==> src/asp_pkg.sv <==
// Shared constants, types and register map of the asynchronous serial port
package asp_pkg;

    // ------------------------------------------------------------------
    // Register map (byte addresses, one 32-bit word each)
    // ------------------------------------------------------------------
    localparam logic [7:0] CTRL_OFS   = 8'h00; // serial_control_reg
    localparam logic [7:0] BUF_OFS    = 8'h04; // serial_buffer
    localparam logic [7:0] RELOAD_OFS = 8'h08; // internal baud generator reload
    localparam logic [7:0] CONV_OFS   = 8'h0c; // converter_control_reg0
    localparam logic [7:0] POWER_OFS  = 8'h10; // power_control_reg

    // ------------------------------------------------------------------
    // Field positions
    // ------------------------------------------------------------------
    localparam int MODE_LSB   = 0;
    localparam int FILT_BIT   = 2;
    localparam int TX9_BIT    = 3;
    localparam int RX9_BIT    = 4;
    localparam int TXDONE_BIT = 5;
    localparam int RXDONE_BIT = 6;
    localparam int GSEL_BIT   = 7;
    localparam int DBL_BIT    = 7;

    // ------------------------------------------------------------------
    // Reset values
    // ------------------------------------------------------------------
    localparam logic [9:0] RELOAD_RST = 10'h3d9;
    localparam logic [8:0] RX_SR_RST  = 9'h1ff;

    // ------------------------------------------------------------------
    // Bit timing counts (sixteenths of a bit time; TX_LAST_10 and TX_LAST_11 count shifts)
    // ------------------------------------------------------------------
    localparam logic [3:0] DIV_LAST    = 4'hf;
    localparam logic [3:0] SAMPLE_A    = 4'h7;
    localparam logic [3:0] SAMPLE_B    = 4'h8;
    localparam logic [3:0] SAMPLE_C    = 4'h9;
    localparam logic [3:0] TX_LAST_10  = 4'h7;
    localparam logic [3:0] TX_LAST_11  = 4'h8;

    // ------------------------------------------------------------------
    // Types
    // ------------------------------------------------------------------
    typedef enum logic [1:0] {
        ASP_MODE_SHIFT = 2'b00, // not supported, runs as ten-bit mode
        ASP_MODE_10    = 2'b01,
        ASP_MODE_11F   = 2'b10,
        ASP_MODE_11V   = 2'b11
    } asp_mode_t;

    typedef enum logic [2:0] {
        RX_HUNT  = 3'b001,
        RX_FRAME = 3'b010,
        RX_TAIL  = 3'b100
    } asp_rx_state_t;

    typedef struct packed {
        logic        psel;
        logic        penable;
        logic        pwrite;
        logic [7:0]  paddr;
        logic [31:0] pwdata;
    } asp_apb_req_t;

endpackage

==> src/asp_baud_gen.sv <==
// Free-running reload timer that paces the variable-rate modes
`timescale 1ns/1ps
`default_nettype none
module asp_baud_gen
    import asp_pkg::*;
#(
    parameter int W = 10
)
(
    // Clock and reset
    input  wire logic         clock_in,
    input  wire logic         srst_in,
    // Reload value and its write strobe
    input  wire logic [W-1:0] reload_in,
    input  wire logic         reload_wr_in,
    // One-cycle overflow pulse
    output var  logic         ovf_out
);
    logic [W-1:0] cnt_q;

    // Up-count, reload after all ones; a reload write restarts the count
    always_ff @(posedge clock_in) begin
        if (srst_in) begin
            cnt_q   <= W'(RELOAD_RST);
            ovf_out <= 1'b0;
        end else if (reload_wr_in) begin
            cnt_q   <= reload_in;
            ovf_out <= 1'b0;
        end else if (&cnt_q) begin
            cnt_q   <= reload_in;
            ovf_out <= 1'b1;
        end else begin
            cnt_q   <= cnt_q + W'(1);
            ovf_out <= 1'b0;
        end
    end
endmodule // asp_baud_gen
`default_nettype wire

==> src/asp_serial_port.sv <==
// Asynchronous serial port, ten-bit and eleven-bit frame modes, APB slave
//
// Contract
// - Ten-bit frame is low start, eight data bits LSB first, high stop.
// - Ten-bit mode stores the received stop bit in the received ninth flag.
// - Buffer write requests sending; ten-bit mode loads a one as ninth bit.
// - Sending starts only at the next divide-by-16 rollover.
// - Start bit first, data output one bit later, first shift after another.
// - Zeroes shift in; final shift, stop sending, done flag at 10th rollover.
// - Eleven-bit modes load the programmed ninth bit; first shift inserts one.
// - Eleven-bit modes finish and set done at the 11th rollover.
// - Receive line sampled at 16x; falling edge resets counter, loads ones.
// - Bit detector samples at counter states seven, eight and nine.
// - Accepted bit value is the majority of the three samples.
// - A first bit that is not zero aborts and resumes hunting.
// - Ones shift out left; start at leftmost position triggers final shift.
// - Ten-bit accept needs done clear and filter off or stop bit one.
// - Eleven-bit accept needs done clear and filter off or ninth bit one.
// - Rejected frames are dropped; hunting resumes, one bit later in 11-bit.
// - Eleven-bit frame adds a programmable ninth bit before the stop bit.
// - Eleven-bit mode ignores the received stop bit entirely.
// - Fixed-rate mode runs at clock/32, or clock/16 when doubled.
// - Variable-rate modes use timer 1 overflows or the internal generator.
// - Internal generator is a ten-bit up-counter reloading after all ones.
// - Generator-select bit 7 picks the internal generator over timer 1.
`timescale 1ns/1ps
`default_nettype none
module asp_serial_port
    import asp_pkg::*;
#(
    parameter int RELOAD_W = 10
)
(
    // Clock and reset
    input  wire logic          clock_in,
    input  wire logic          srst_in,
    // APB slave
    input  wire asp_apb_req_t  apb_in,
    output var  logic [31:0]   prdata_out,
    output var  logic          pready_out,
    output var  logic          pslverr_out,
    // Timer 1 overflow pulse, same clock domain
    input  wire logic          timer1_ovf_in,
    // Serial lines
    input  wire logic          rxd_in,
    output var  logic          txd_out
);
    // ------------------------------------------------------------------
    // Declarations
    // ------------------------------------------------------------------
    asp_mode_t           mode_q;
    asp_rx_state_t       rx_st_q;
    logic                filt_q, tx9_q, rx9_q, tdone_q, rdone_q;
    logic                gsel_q, dbl_q, half_q, gen_ovf;
    logic [RELOAD_W-1:0] reload_q;
    logic [7:0]          rbuf_q;
    logic [31:0]         rd_mux;
    logic                acc, wr, buf_wr, ctrl_wr, reload_wr, is10;
    logic                src, tick;
    logic                tx_req_q, tx_busy_q, tx_data_q;
    logic [3:0]          tx_div_q, tx_idx_q;
    logic [8:0]          tx_sh_q;
    logic                tx_roll, tx_end;
    logic                rx_m_q, rx_s_q, rx_prev_q, rx_first_q, s7_q, s8_q;
    logic [3:0]          rx_div_q;
    logic [8:0]          rx_sr_q;
    logic                detect, decide, rbit, final_shift, accept;

    // ------------------------------------------------------------------
    // Helpers
    // ------------------------------------------------------------------
    function automatic logic mapped(input logic [7:0] a);
        return a == CTRL_OFS || a == BUF_OFS || a == RELOAD_OFS ||
               a == CONV_OFS || a == POWER_OFS;
    endfunction

    function automatic logic [7:0] rev8(input logic [7:0] v);
        logic [7:0] r;
        r = '0;
        for (int i = 0; i < 8; i++) begin
            r[i] = v[7-i];
        end
        return r;
    endfunction

    // ------------------------------------------------------------------
    // APB slave
    // ------------------------------------------------------------------
    assign acc       = apb_in.psel & apb_in.penable & pready_out;
    assign wr        = acc & apb_in.pwrite;
    assign buf_wr    = wr & (apb_in.paddr == BUF_OFS);
    assign ctrl_wr   = wr & (apb_in.paddr == CTRL_OFS);
    assign reload_wr = wr & (apb_in.paddr == RELOAD_OFS);
    assign is10      = (mode_q == ASP_MODE_10) || (mode_q == ASP_MODE_SHIFT);

    // Read data mux; unmapped words read as zero
    always_comb begin
        rd_mux = '0;
        unique case (apb_in.paddr)
            CTRL_OFS: begin
                rd_mux[MODE_LSB +: 2] = mode_q;
                rd_mux[FILT_BIT]      = filt_q;
                rd_mux[TX9_BIT]       = tx9_q;
                rd_mux[RX9_BIT]       = rx9_q;
                rd_mux[TXDONE_BIT]    = tdone_q;
                rd_mux[RXDONE_BIT]    = rdone_q;
            end
            BUF_OFS:    rd_mux[7:0] = rbuf_q;
            RELOAD_OFS: rd_mux[RELOAD_W-1:0] = reload_q;
            CONV_OFS:   rd_mux[GSEL_BIT] = gsel_q;
            POWER_OFS:  rd_mux[DBL_BIT] = dbl_q;
            default:    rd_mux = '0;
        endcase
    end

    // Zero-wait answer: ready rises in the access phase of every transfer
    always_ff @(posedge clock_in) begin
        if (srst_in) begin
            pready_out  <= 1'b0;
            pslverr_out <= 1'b0;
            prdata_out  <= '0;
        end else begin
            pready_out  <= apb_in.psel & ~apb_in.penable;
            pslverr_out <= apb_in.psel & ~apb_in.penable & ~mapped(apb_in.paddr);
            prdata_out  <= (apb_in.psel & ~apb_in.penable) ? rd_mux : '0;
        end
    end

    // ------------------------------------------------------------------
    // Control registers and flags; a hardware set beats a software clear
    // ------------------------------------------------------------------
    always_ff @(posedge clock_in) begin
        if (srst_in) begin
            mode_q  <= ASP_MODE_SHIFT;
            filt_q  <= 1'b0;
            tx9_q   <= 1'b0;
            rx9_q   <= 1'b0;
            tdone_q <= 1'b0;
            rdone_q <= 1'b0;
        end else begin
            if (ctrl_wr) begin
                mode_q  <= asp_mode_t'(apb_in.pwdata[MODE_LSB +: 2]);
                filt_q  <= apb_in.pwdata[FILT_BIT];
                tx9_q   <= apb_in.pwdata[TX9_BIT];
                rx9_q   <= apb_in.pwdata[RX9_BIT];
                tdone_q <= apb_in.pwdata[TXDONE_BIT];
                rdone_q <= apb_in.pwdata[RXDONE_BIT];
            end
            if (tx_end) begin
                tdone_q <= 1'b1;
            end
            if (accept) begin
                rx9_q   <= rbit;
                rdone_q <= 1'b1;
            end
        end
    end

    // Rate registers; the reload write also restarts the generator
    always_ff @(posedge clock_in) begin
        if (srst_in) begin
            reload_q <= RELOAD_W'(RELOAD_RST);
            gsel_q   <= 1'b0;
            dbl_q    <= 1'b0;
        end else if (wr) begin
            if (reload_wr) begin
                reload_q <= apb_in.pwdata[RELOAD_W-1:0];
            end
            if (apb_in.paddr == CONV_OFS) begin
                gsel_q <= apb_in.pwdata[GSEL_BIT];
            end
            if (apb_in.paddr == POWER_OFS) begin
                dbl_q <= apb_in.pwdata[DBL_BIT];
            end
        end
    end

    // ------------------------------------------------------------------
    // Sixteen-times bit clock
    // ------------------------------------------------------------------
    asp_baud_gen #(.W(RELOAD_W)) u_gen (
        .clock_in     (clock_in),
        .srst_in      (srst_in),
        .reload_in    (reload_wr ? apb_in.pwdata[RELOAD_W-1:0] : reload_q),
        .reload_wr_in (reload_wr),
        .ovf_out      (gen_ovf)
    );

    // Fixed mode counts every clock; otherwise pick the overflow source
    assign src  = (mode_q == ASP_MODE_11F) ? 1'b1 :
                  (gsel_q ? gen_ovf : timer1_ovf_in);
    assign tick = src & (dbl_q | half_q);

    // Divide-by-2 stage that the doubler bypasses
    always_ff @(posedge clock_in) begin
        if (srst_in) begin
            half_q <= 1'b0;
        end else if (src) begin
            half_q <= ~half_q;
        end
    end

    // ------------------------------------------------------------------
    // Transmitter
    // ------------------------------------------------------------------
    assign tx_roll = tick & (tx_div_q == DIV_LAST);
    assign tx_end  = tx_roll & tx_busy_q & tx_data_q &
                     (tx_idx_q == (is10 ? TX_LAST_10 : TX_LAST_11));

    // Free-running bit-time divider so all bits align to its rollover
    always_ff @(posedge clock_in) begin
        if (srst_in) begin
            tx_div_q <= '0;
        end else if (tick) begin
            tx_div_q <= tx_div_q + 4'h1;
        end
    end

    // Send sequence: start, data phase, shifts; a late write wins its request
    always_ff @(posedge clock_in) begin
        if (srst_in) begin
            tx_req_q  <= 1'b0;
            tx_busy_q <= 1'b0;
            tx_data_q <= 1'b0;
            tx_idx_q  <= '0;
            tx_sh_q   <= '0;
            txd_out   <= 1'b1;
        end else begin
            if (tx_roll && !tx_busy_q && tx_req_q) begin
                tx_req_q  <= 1'b0;
                tx_busy_q <= 1'b1;
                tx_data_q <= 1'b0;
                tx_idx_q  <= '0;
                txd_out   <= 1'b0;
            end else if (tx_roll && tx_busy_q && !tx_data_q) begin
                tx_data_q <= 1'b1;
                txd_out   <= tx_sh_q[0];
            end else if (tx_roll && tx_busy_q) begin
                // Ten-bit inserts zeroes; eleven-bit puts the stop one first
                tx_sh_q   <= {~is10 & (tx_idx_q == 4'h0), tx_sh_q[8:1]};
                txd_out   <= tx_sh_q[1];
                tx_idx_q  <= tx_idx_q + 4'h1;
                if (tx_end) begin
                    tx_busy_q <= 1'b0;
                    tx_data_q <= 1'b0;
                end
            end
            if (buf_wr) begin
                tx_req_q <= 1'b1;
                tx_sh_q  <= {is10 | tx9_q, apb_in.pwdata[7:0]};
            end
        end
    end

    // ------------------------------------------------------------------
    // Receiver
    // ------------------------------------------------------------------
    // Pin synchroniser; only the second stage feeds logic
    always_ff @(posedge clock_in) begin
        if (srst_in) begin
            rx_m_q <= 1'b1;
            rx_s_q <= 1'b1;
        end else begin
            rx_m_q <= rxd_in;
            rx_s_q <= rx_m_q;
        end
    end

    assign detect      = tick & (rx_st_q == RX_HUNT) & rx_prev_q & ~rx_s_q;
    assign decide      = tick & (rx_st_q != RX_HUNT) & (rx_div_q == SAMPLE_C);
    assign rbit        = (s7_q & s8_q) | (s7_q & rx_s_q) | (s8_q & rx_s_q);
    assign final_shift = decide & (rx_st_q == RX_FRAME) & ~rx_first_q & ~rx_sr_q[8];
    assign accept      = final_shift & ~rdone_q & (~filt_q | rbit);

    // Sample history, divider and three-point samples
    always_ff @(posedge clock_in) begin
        if (srst_in) begin
            rx_prev_q <= 1'b1;
            rx_div_q  <= '0;
            s7_q      <= 1'b1;
            s8_q      <= 1'b1;
        end else if (tick) begin
            rx_prev_q <= rx_s_q;
            rx_div_q  <= detect ? 4'h0 : rx_div_q + 4'h1;
            if (rx_div_q == SAMPLE_A) begin
                s7_q <= rx_s_q;
            end
            if (rx_div_q == SAMPLE_B) begin
                s8_q <= rx_s_q;
            end
        end
    end

    // Frame walk: hunt, frame, and the extra bit time of eleven-bit frames
    always_ff @(posedge clock_in) begin
        if (srst_in) begin
            rx_st_q    <= RX_HUNT;
            rx_sr_q    <= RX_SR_RST;
            rx_first_q <= 1'b0;
            rbuf_q     <= '0;
        end else if (detect) begin
            rx_st_q    <= RX_FRAME;
            rx_sr_q    <= RX_SR_RST;
            rx_first_q <= 1'b1;
        end else if (decide) begin
            unique case (rx_st_q)
                RX_FRAME: begin
                    rx_first_q <= 1'b0;
                    if (rx_first_q && rbit) begin
                        rx_st_q <= RX_HUNT;
                    end else if (final_shift) begin
                        rx_sr_q <= {rx_sr_q[7:0], rbit};
                        rx_st_q <= is10 ? RX_HUNT : RX_TAIL;
                        if (accept) begin
                            rbuf_q <= rev8(rx_sr_q[7:0]);
                        end
                    end else begin
                        rx_sr_q <= {rx_sr_q[7:0], rbit};
                    end
                end
                RX_TAIL: rx_st_q <= RX_HUNT;
                default: rx_st_q <= RX_HUNT;
            endcase
        end
    end
endmodule // asp_serial_port
`default_nettype wire

==> config.mk <==
export PLATFORM = sky130hd
export DESIGN_NAME = asp_serial_port
export DESIGN_NICKNAME = d
export VERILOG_FILES = /design/src/asp_pkg.sv /design/src/asp_baud_gen.sv /design/src/asp_serial_port.sv
export SDC_FILE = /design/constraint.sdc
export NUM_CORES = 1
export LEC_CHECK = 0
export ABC_AREA = 1
export BUFFER_PORTS_ARGS = -buffer_cell sky130_fd_sc_hd__buf_2
export CAP_MARGIN = 5
export CORE_MARGIN = 2
export CORE_UTILIZATION = 45
export DETAILED_ROUTE_END_ITERATION = 7
export PLACE_DENSITY = 0.7
export SLEW_MARGIN = 20
export SYNTH_ARGS = -nofsm -noshare
export SYNTH_HDL_FRONTEND = slang
export SYNTH_SLANG_ARGS = --single-unit
==> constraint.sdc <==
create_clock -name clock_in -period 2.5 [get_ports clock_in]
set_clock_uncertainty 0.15 [all_clocks]
set_input_delay 0.25 -clock clock_in [delete_from_list [all_inputs] [get_ports clock_in]]
set_output_delay 0.25 -clock clock_in [all_outputs]
set_load 0.005 [all_outputs]
==> metrics, run 1 <==
status finished clean; Fmax 517 MHz; data arrival time of the worst path 2040 ps; post-DP HPWL 7420 um; post-layout min period 1930 ps; first-pass GRT wire length 16,900 um; wirelength, routed 10,100 um; DIE HEIGHT 106 um; Placed Area 0.00488 mm^2; Post-CTS Resized 0; fin crit share 0.773; final hold vios 0; # setup viols final 0; most area-hungry cell type in the Yosys netlist dfxtp_1; Wirelength per Cell 11.9 um; Slowest Stage Delay on Critical Path 520 ps; pin count of the biggest net entering global routing 31; Post CTS Setup Buffer Count 0; flops & latches, synth 94; Die X 106 um; Leak 2.39 nW; fill count 1,004; Die Area 0.0113 mm^2; worst path cell trace dlygate4sd3_1, buf_2, nand4_2, inv_2, nand3_2, nand2_4, nand2_1, nand2_1, nor2_2; CP most frequent cell nand2_1; Worst setup EP type flop; DRC 0; clock slew at reported path FFs 90 ps; FF+latch area 0.00188 mm^2; htree depth 3; FF-to-FF Start gsel_q$_SDFFE_PP0P_; vias in the first global route 3,714; via count 4,120; CP required 2610 ps; hold endpoint u_gen.cnt_q[0]$_SDFF_PP1_; Setup CP Type in2reg; I/O pin count 82; # clock sinks 94; mapped cell area 0.00469 mm^2; Syn Inst Count 667; RR Endpoint rx_div_q[3]$_SDFFE_PP0P_; post-route cell area 0.00510 mm^2; Worst R2R Setup Slack 590 ps; Total Nets Final 758; initial cell density of the core 0.459; post-synth top area share 0.401; Area growth, synth to finish 8.74%; initial antenna violation count 0; gr ovfl total 0; layout cells sized above 1 0.153; CP startpoint kind input port; Hold Crit Depth 3; area of the multi-input gates 0.00234 mm^2; maximum vdd drop 0.243 mV; ANT cells 0; min-delay src apb_in[0]; Vias/cell 4.88; Cell Pwr Density 530 mW/mm^2; Num CTS Buffers 9; HP Class in2reg; unrepaired setup endpoints after global routing no; GR Util All Layers 0.187; CP max-delay cell dlygate4sd3_1; Synth Area per Inst 7.04 um^2; Reg2Reg Depth 10; worst skew pair latency 370 ps; RD Place Congestion 0.842; Yosys cell types 42; Initial DRC Count 270; CTS tree built; fin. max-slew vios 0; Fin Setup TNS 0 ps; I/O Buffers 37; post-route ant nets 0; Critical Path Fanout Max 14; warnings from Yosys 0; DR pass1 iterations 5; Root Buffer Master clkbuf_8; Seq/Total Area, Yosys 0.401; Max Cap Violations 0; CTS Hold Bufs 3; standard-cell rows 37; core area 0.0102 mm^2; Clock Path Buffers 2; main area contributors after synthesis dfxtp_1, nand2_1, nor2_1
==> per-layer routing <==
layer	part of all wire	vias up	track usage
li1	-	2132	-
met1	0.46	1860	0.236
met2	0.47	117	0.313
met3	0.049	11	0.0307
met4	0.015	0	0.0836
met5	0	-	0
==> worst max-delay path by stage <==
stage,startpoint,to,slack [ps],cells past startpoint
floorplan,tx_div_q[1]$_SDFFE_PP0P_,tx_sh_q[5]$_SDFFE_PP0P_,880,11
global placement,gsel_q$_SDFFE_PP0P_,rx_div_q[3]$_SDFFE_PP0P_,660,10
detailed placement,gsel_q$_SDFFE_PP0P_,rx_div_q[3]$_SDFFE_PP0P_,610,10
CTS,gsel_q$_SDFFE_PP0P_,rx_div_q[3]$_SDFFE_PP0P_,580,10
global route,apb_in[41],tx_sh_q[5]$_SDFFE_PP0P_,460,9
finish,apb_in[41],tx_sh_q[3]$_SDFFE_PP0P_,570,9
==> layout by cell type (no fill, tap or decap), types with 12 or more instances in the layout <==
cell / n
nand4_1: 17
o21ai_0: 19
nor2_1: 68
nand2_1: 200
inv_1: 61
nand3_1: 42
dfxtp_1: 94
inv_2: 12
buf_2: 37
conb_1: 22
a21oi_1: 33
==> stage by stage <==
step | std cells | worst slack (ps) | util | power [mW] | hold WS [ps]
final | 844 | 566 | 0.499 | 2.70 | 17.8
after CTS | 844 | 582 | 0.499 | 2.74 | 2.81
after floorplan | 688 | 877 | - | 1.70 | 197
after detailed placement | 826 | 611 | 0.477 | 1.73 | 250
after global routing | 844 | 457 | 0.499 | 2.81 | 23.9
after global placement | 826 | 664 | 0.477 | 1.73 | 246
==> synthesized netlist by cell type, drive strengths merged <==
| cell | instances |
|---|---|
| nand2 | 212 |
| o211ai | 2 |
| a21oi | 34 |
| and2 | 1 |
| nand4 | 18 |
| ha | 7 |
| nand3 | 46 |
| or2 | 4 |
| dfxtp | 94 |
| buf | 35 |
| xor2 | 8 |
| o21ai | 25 |
| clkbuf | 3 |
| xnor2 | 2 |
| nor2 | 85 |
| nor3 | 5 |
| conb | 1 |
| nor3b | 2 |
| and3 | 1 |
| inv | 73 |
| a211oi | 1 |
| o22ai | 2 |
| o21bai | 1 |
| nand3b | 2 |
| o31ai | 1 |
| a31oi | 2 |
==> cell families after synthesis <==
logic type | count (synthesis) | synth area share
AND/OR/NAND/NOR | 376 | 0.365
adder cells (fa/ha/maj) | 7 | 0.0187
other | 1 | 0.000799
XOR/XNOR | 10 | 0.0187
flip-flops | 94 | 0.401
buffers and inverters | 111 | 0.118
AO/OA/AOI/OAI | 68 | 0.0786
==> critical path: cells and delay by family <==
family | cells | cell delay, ps
buf+inv | 3 | 830
simple gates | 6 | 940
==> sequential cells by signal, summed over array words and instances, names as in the netlist, 2 cells and up <==
signal / cells
tx_idx_q: 4
prdata_out: 10
rbuf_q: 8
mode_q: 2
rx_div_q: 4
tx_div_q: 4
rx_st_q: 3
tx_sh_q: 9
u_gen.cnt_q: 10
rx_sr_q: 9
reload_q: 10
==> power by group <==
part	switching, mW	internal, mW	total, mW
clock	0.520	0.481	1.00
combinational	0.110	0.0606	0.171
sequential	0.0165	1.52	1.53
==> cell type report <==
type | instances | area share
multi-input combinational | 483 | 0.458
sequential | 94 | 0.369
inverter | 73 | 0.0537
timing repair buffer | 43 | 0.0490
tap | 136 | 0.0333
clock buffer | 11 | 0.0277
clock inverter | 4 | 0.00932
(Power assumes the default switching activity.)
==> inputs of run 2 (changes only) <==
Clock period 2.5 ns to 1.94 ns, I/O delays scaled along.
==> run 2 against run 1 <==
Effect of this change: clock power increased by 30%; final cell count is 1.7% higher; design area grew 3.2%; routed wire length grew 1.4%; first-iteration DRC count shrank 17%; combinational power increased by 42%; core utilization is 1.6 points higher; die area is the same; critical path depth grew 2; sequential cell count unchanged; register-to-register slack worse by 410 ps; critical path type unchanged.
==> metrics, run 2 (same netlist as run 1, synthesis figures left out) <==
status finished clean; fin crit share 0.922; Vias/cell 4.88; dpl cells 831; data arrival time of the worst path 1900 ps; first-pass GRT wire length 17,300 um; standard-cell rows 37; Area growth, synth to finish 12.2%; Cell Pwr Density 669 mW/mm^2; # setup viols final 0; post-DP HPWL 7620 um; I/O pin count 82; CP required 2050 ps; via count 4,183; worst skew pair latency 370 ps; layout cells sized above 1 0.166; clock slew at reported path FFs 90 ps; Die Area 0.0113 mm^2; Initial DRC Count 223; Total Nets Final 771; maximum vdd drop 0.411 mV; Top Registers prdata_out x10, reload_q x10, u_gen.cnt_q x10; most frequent cells in the layout nand2_1, dfxtp_1, nor2_1; Leak 2.48 nW; final hold vios 0; Num CTS Buffers 9; post-layout min period 1790 ps; Die X 106 um; post-route cell area 0.00527 mm^2; GR Util All Layers 0.189; DRC 0; fin. max-slew vios 0; Fin Setup TNS 0 ps; Root Buffer Master clkbuf_8; wirelength, routed 10,200 um; # clock sinks 94; gr ovfl total 0; initial cell density of the core 0.459; CTS tree built; core area 0.0102 mm^2; RD Place Congestion 0.859; HP Class in2reg; DR pass1 iterations 6; post-route ant nets 0; Critical Path Fanout Max 12; fill count 1,008; pin count of the biggest net entering global routing 32; Clock Path Buffers 2; I/O Buffers 37; initial antenna violation count 0; DIE HEIGHT 106 um; Worst setup EP type flop; CP startpoint kind input port; Max Cap Violations 0; Wirelength per Cell 11.9 um; fin cells 858; Post CTS Setup Buffer Count 0; Placed Area 0.00492 mm^2; ANT cells 0; Fmax 559 MHz; commonest non-fill, non-tap cell in the layout nand2_1; htree depth 3; Setup CP Type in2reg; vias in the first global route 3,897
## run 2: cell types whose count changed in the layout (fill, tap and decap cells not counted), sizes merged
cell / change
dlygate4sd3: +7
nand2: +1
inv: +2
clkinvlp: +1
buf: +5
clkbuf: -2
## run 2: layout make-up
type                    instances  area [um^2]  area share
well taps                     136          170      0.0323
flip-flops and latches         94         1880       0.358
clock buffers                   9          124      0.0235
inverters                      73          274      0.0520
repair buffers                 55          358      0.0680
clock inverters                 7         72.6      0.0138
multi-input cells             484         2380       0.453
## run 2: power breakdown
group	internal (mW)	switching [mW]
Sequential	1.95	0.0214
Combinational	0.0940	0.148
Clock	0.600	0.704
Total	2.65	0.873
## run 2: path summary, 6_finish.rpt
path / startpoint / endpoint / slack, ps / depth (start not counted)
min: apb_in[7] / dbl_q$_SDFFE_PP0P_ / 40 / 3
max: apb_in[41] / rx9_q$_SDFFE_PP0P_ / 150 / 11
min reg2reg: rx_m_q$_SDFF_PP1_ / rx_s_q$_SDFF_PP1_ / 270 / 1
max reg2reg: tx_div_q[1]$_SDFFE_PP0P_ / tx_sh_q[5]$_SDFFE_PP0P_ / 180 / 10
## run 2: through the flow
stage          setup WS [ps]  power [mW]  utilization  hold slack, ps
3_3_place_gp             189        2.23        0.481             233
4_1_cts                 80.6        3.55        0.510            13.1
6_report                 151        3.52        0.515            39.2
3_5_place_dp             124        2.24        0.481             230
2_1_floorplan            317        2.19            -             141
5_1_grt                -5.96        3.67        0.515            36.7
## run 2: what timing repair did
item                                    in CTS  in global routing
hold buffers                                10                  0
gates resized for setup                      0                  9
endpoints found under the setup margin       0                 25
hold endpoints to repair                    13                  0
## run 2: per-layer routing
metal | vias to the layer above | GRT usage | part of all wire
met5 | - | 0 | 0
met2 | 98 | 0.322 | 0.47
met3 | 22 | 0.0349 | 0.044
li1 | 2170 | - | -
met1 | 1893 | 0.235 | 0.45
met4 | 0 | 0.0771 | 0.027
## run 2: worst max-delay path, stage by stage
cell and delay [ps]:
dlygate4sd3_1 520, buf_2 110, nand4_2 240, inv_2 240, nand2_1 250, nand2_1 120
nand2_1 50, inv_1 50, nand2_1 40, nand2_1 50, nor2_1 30
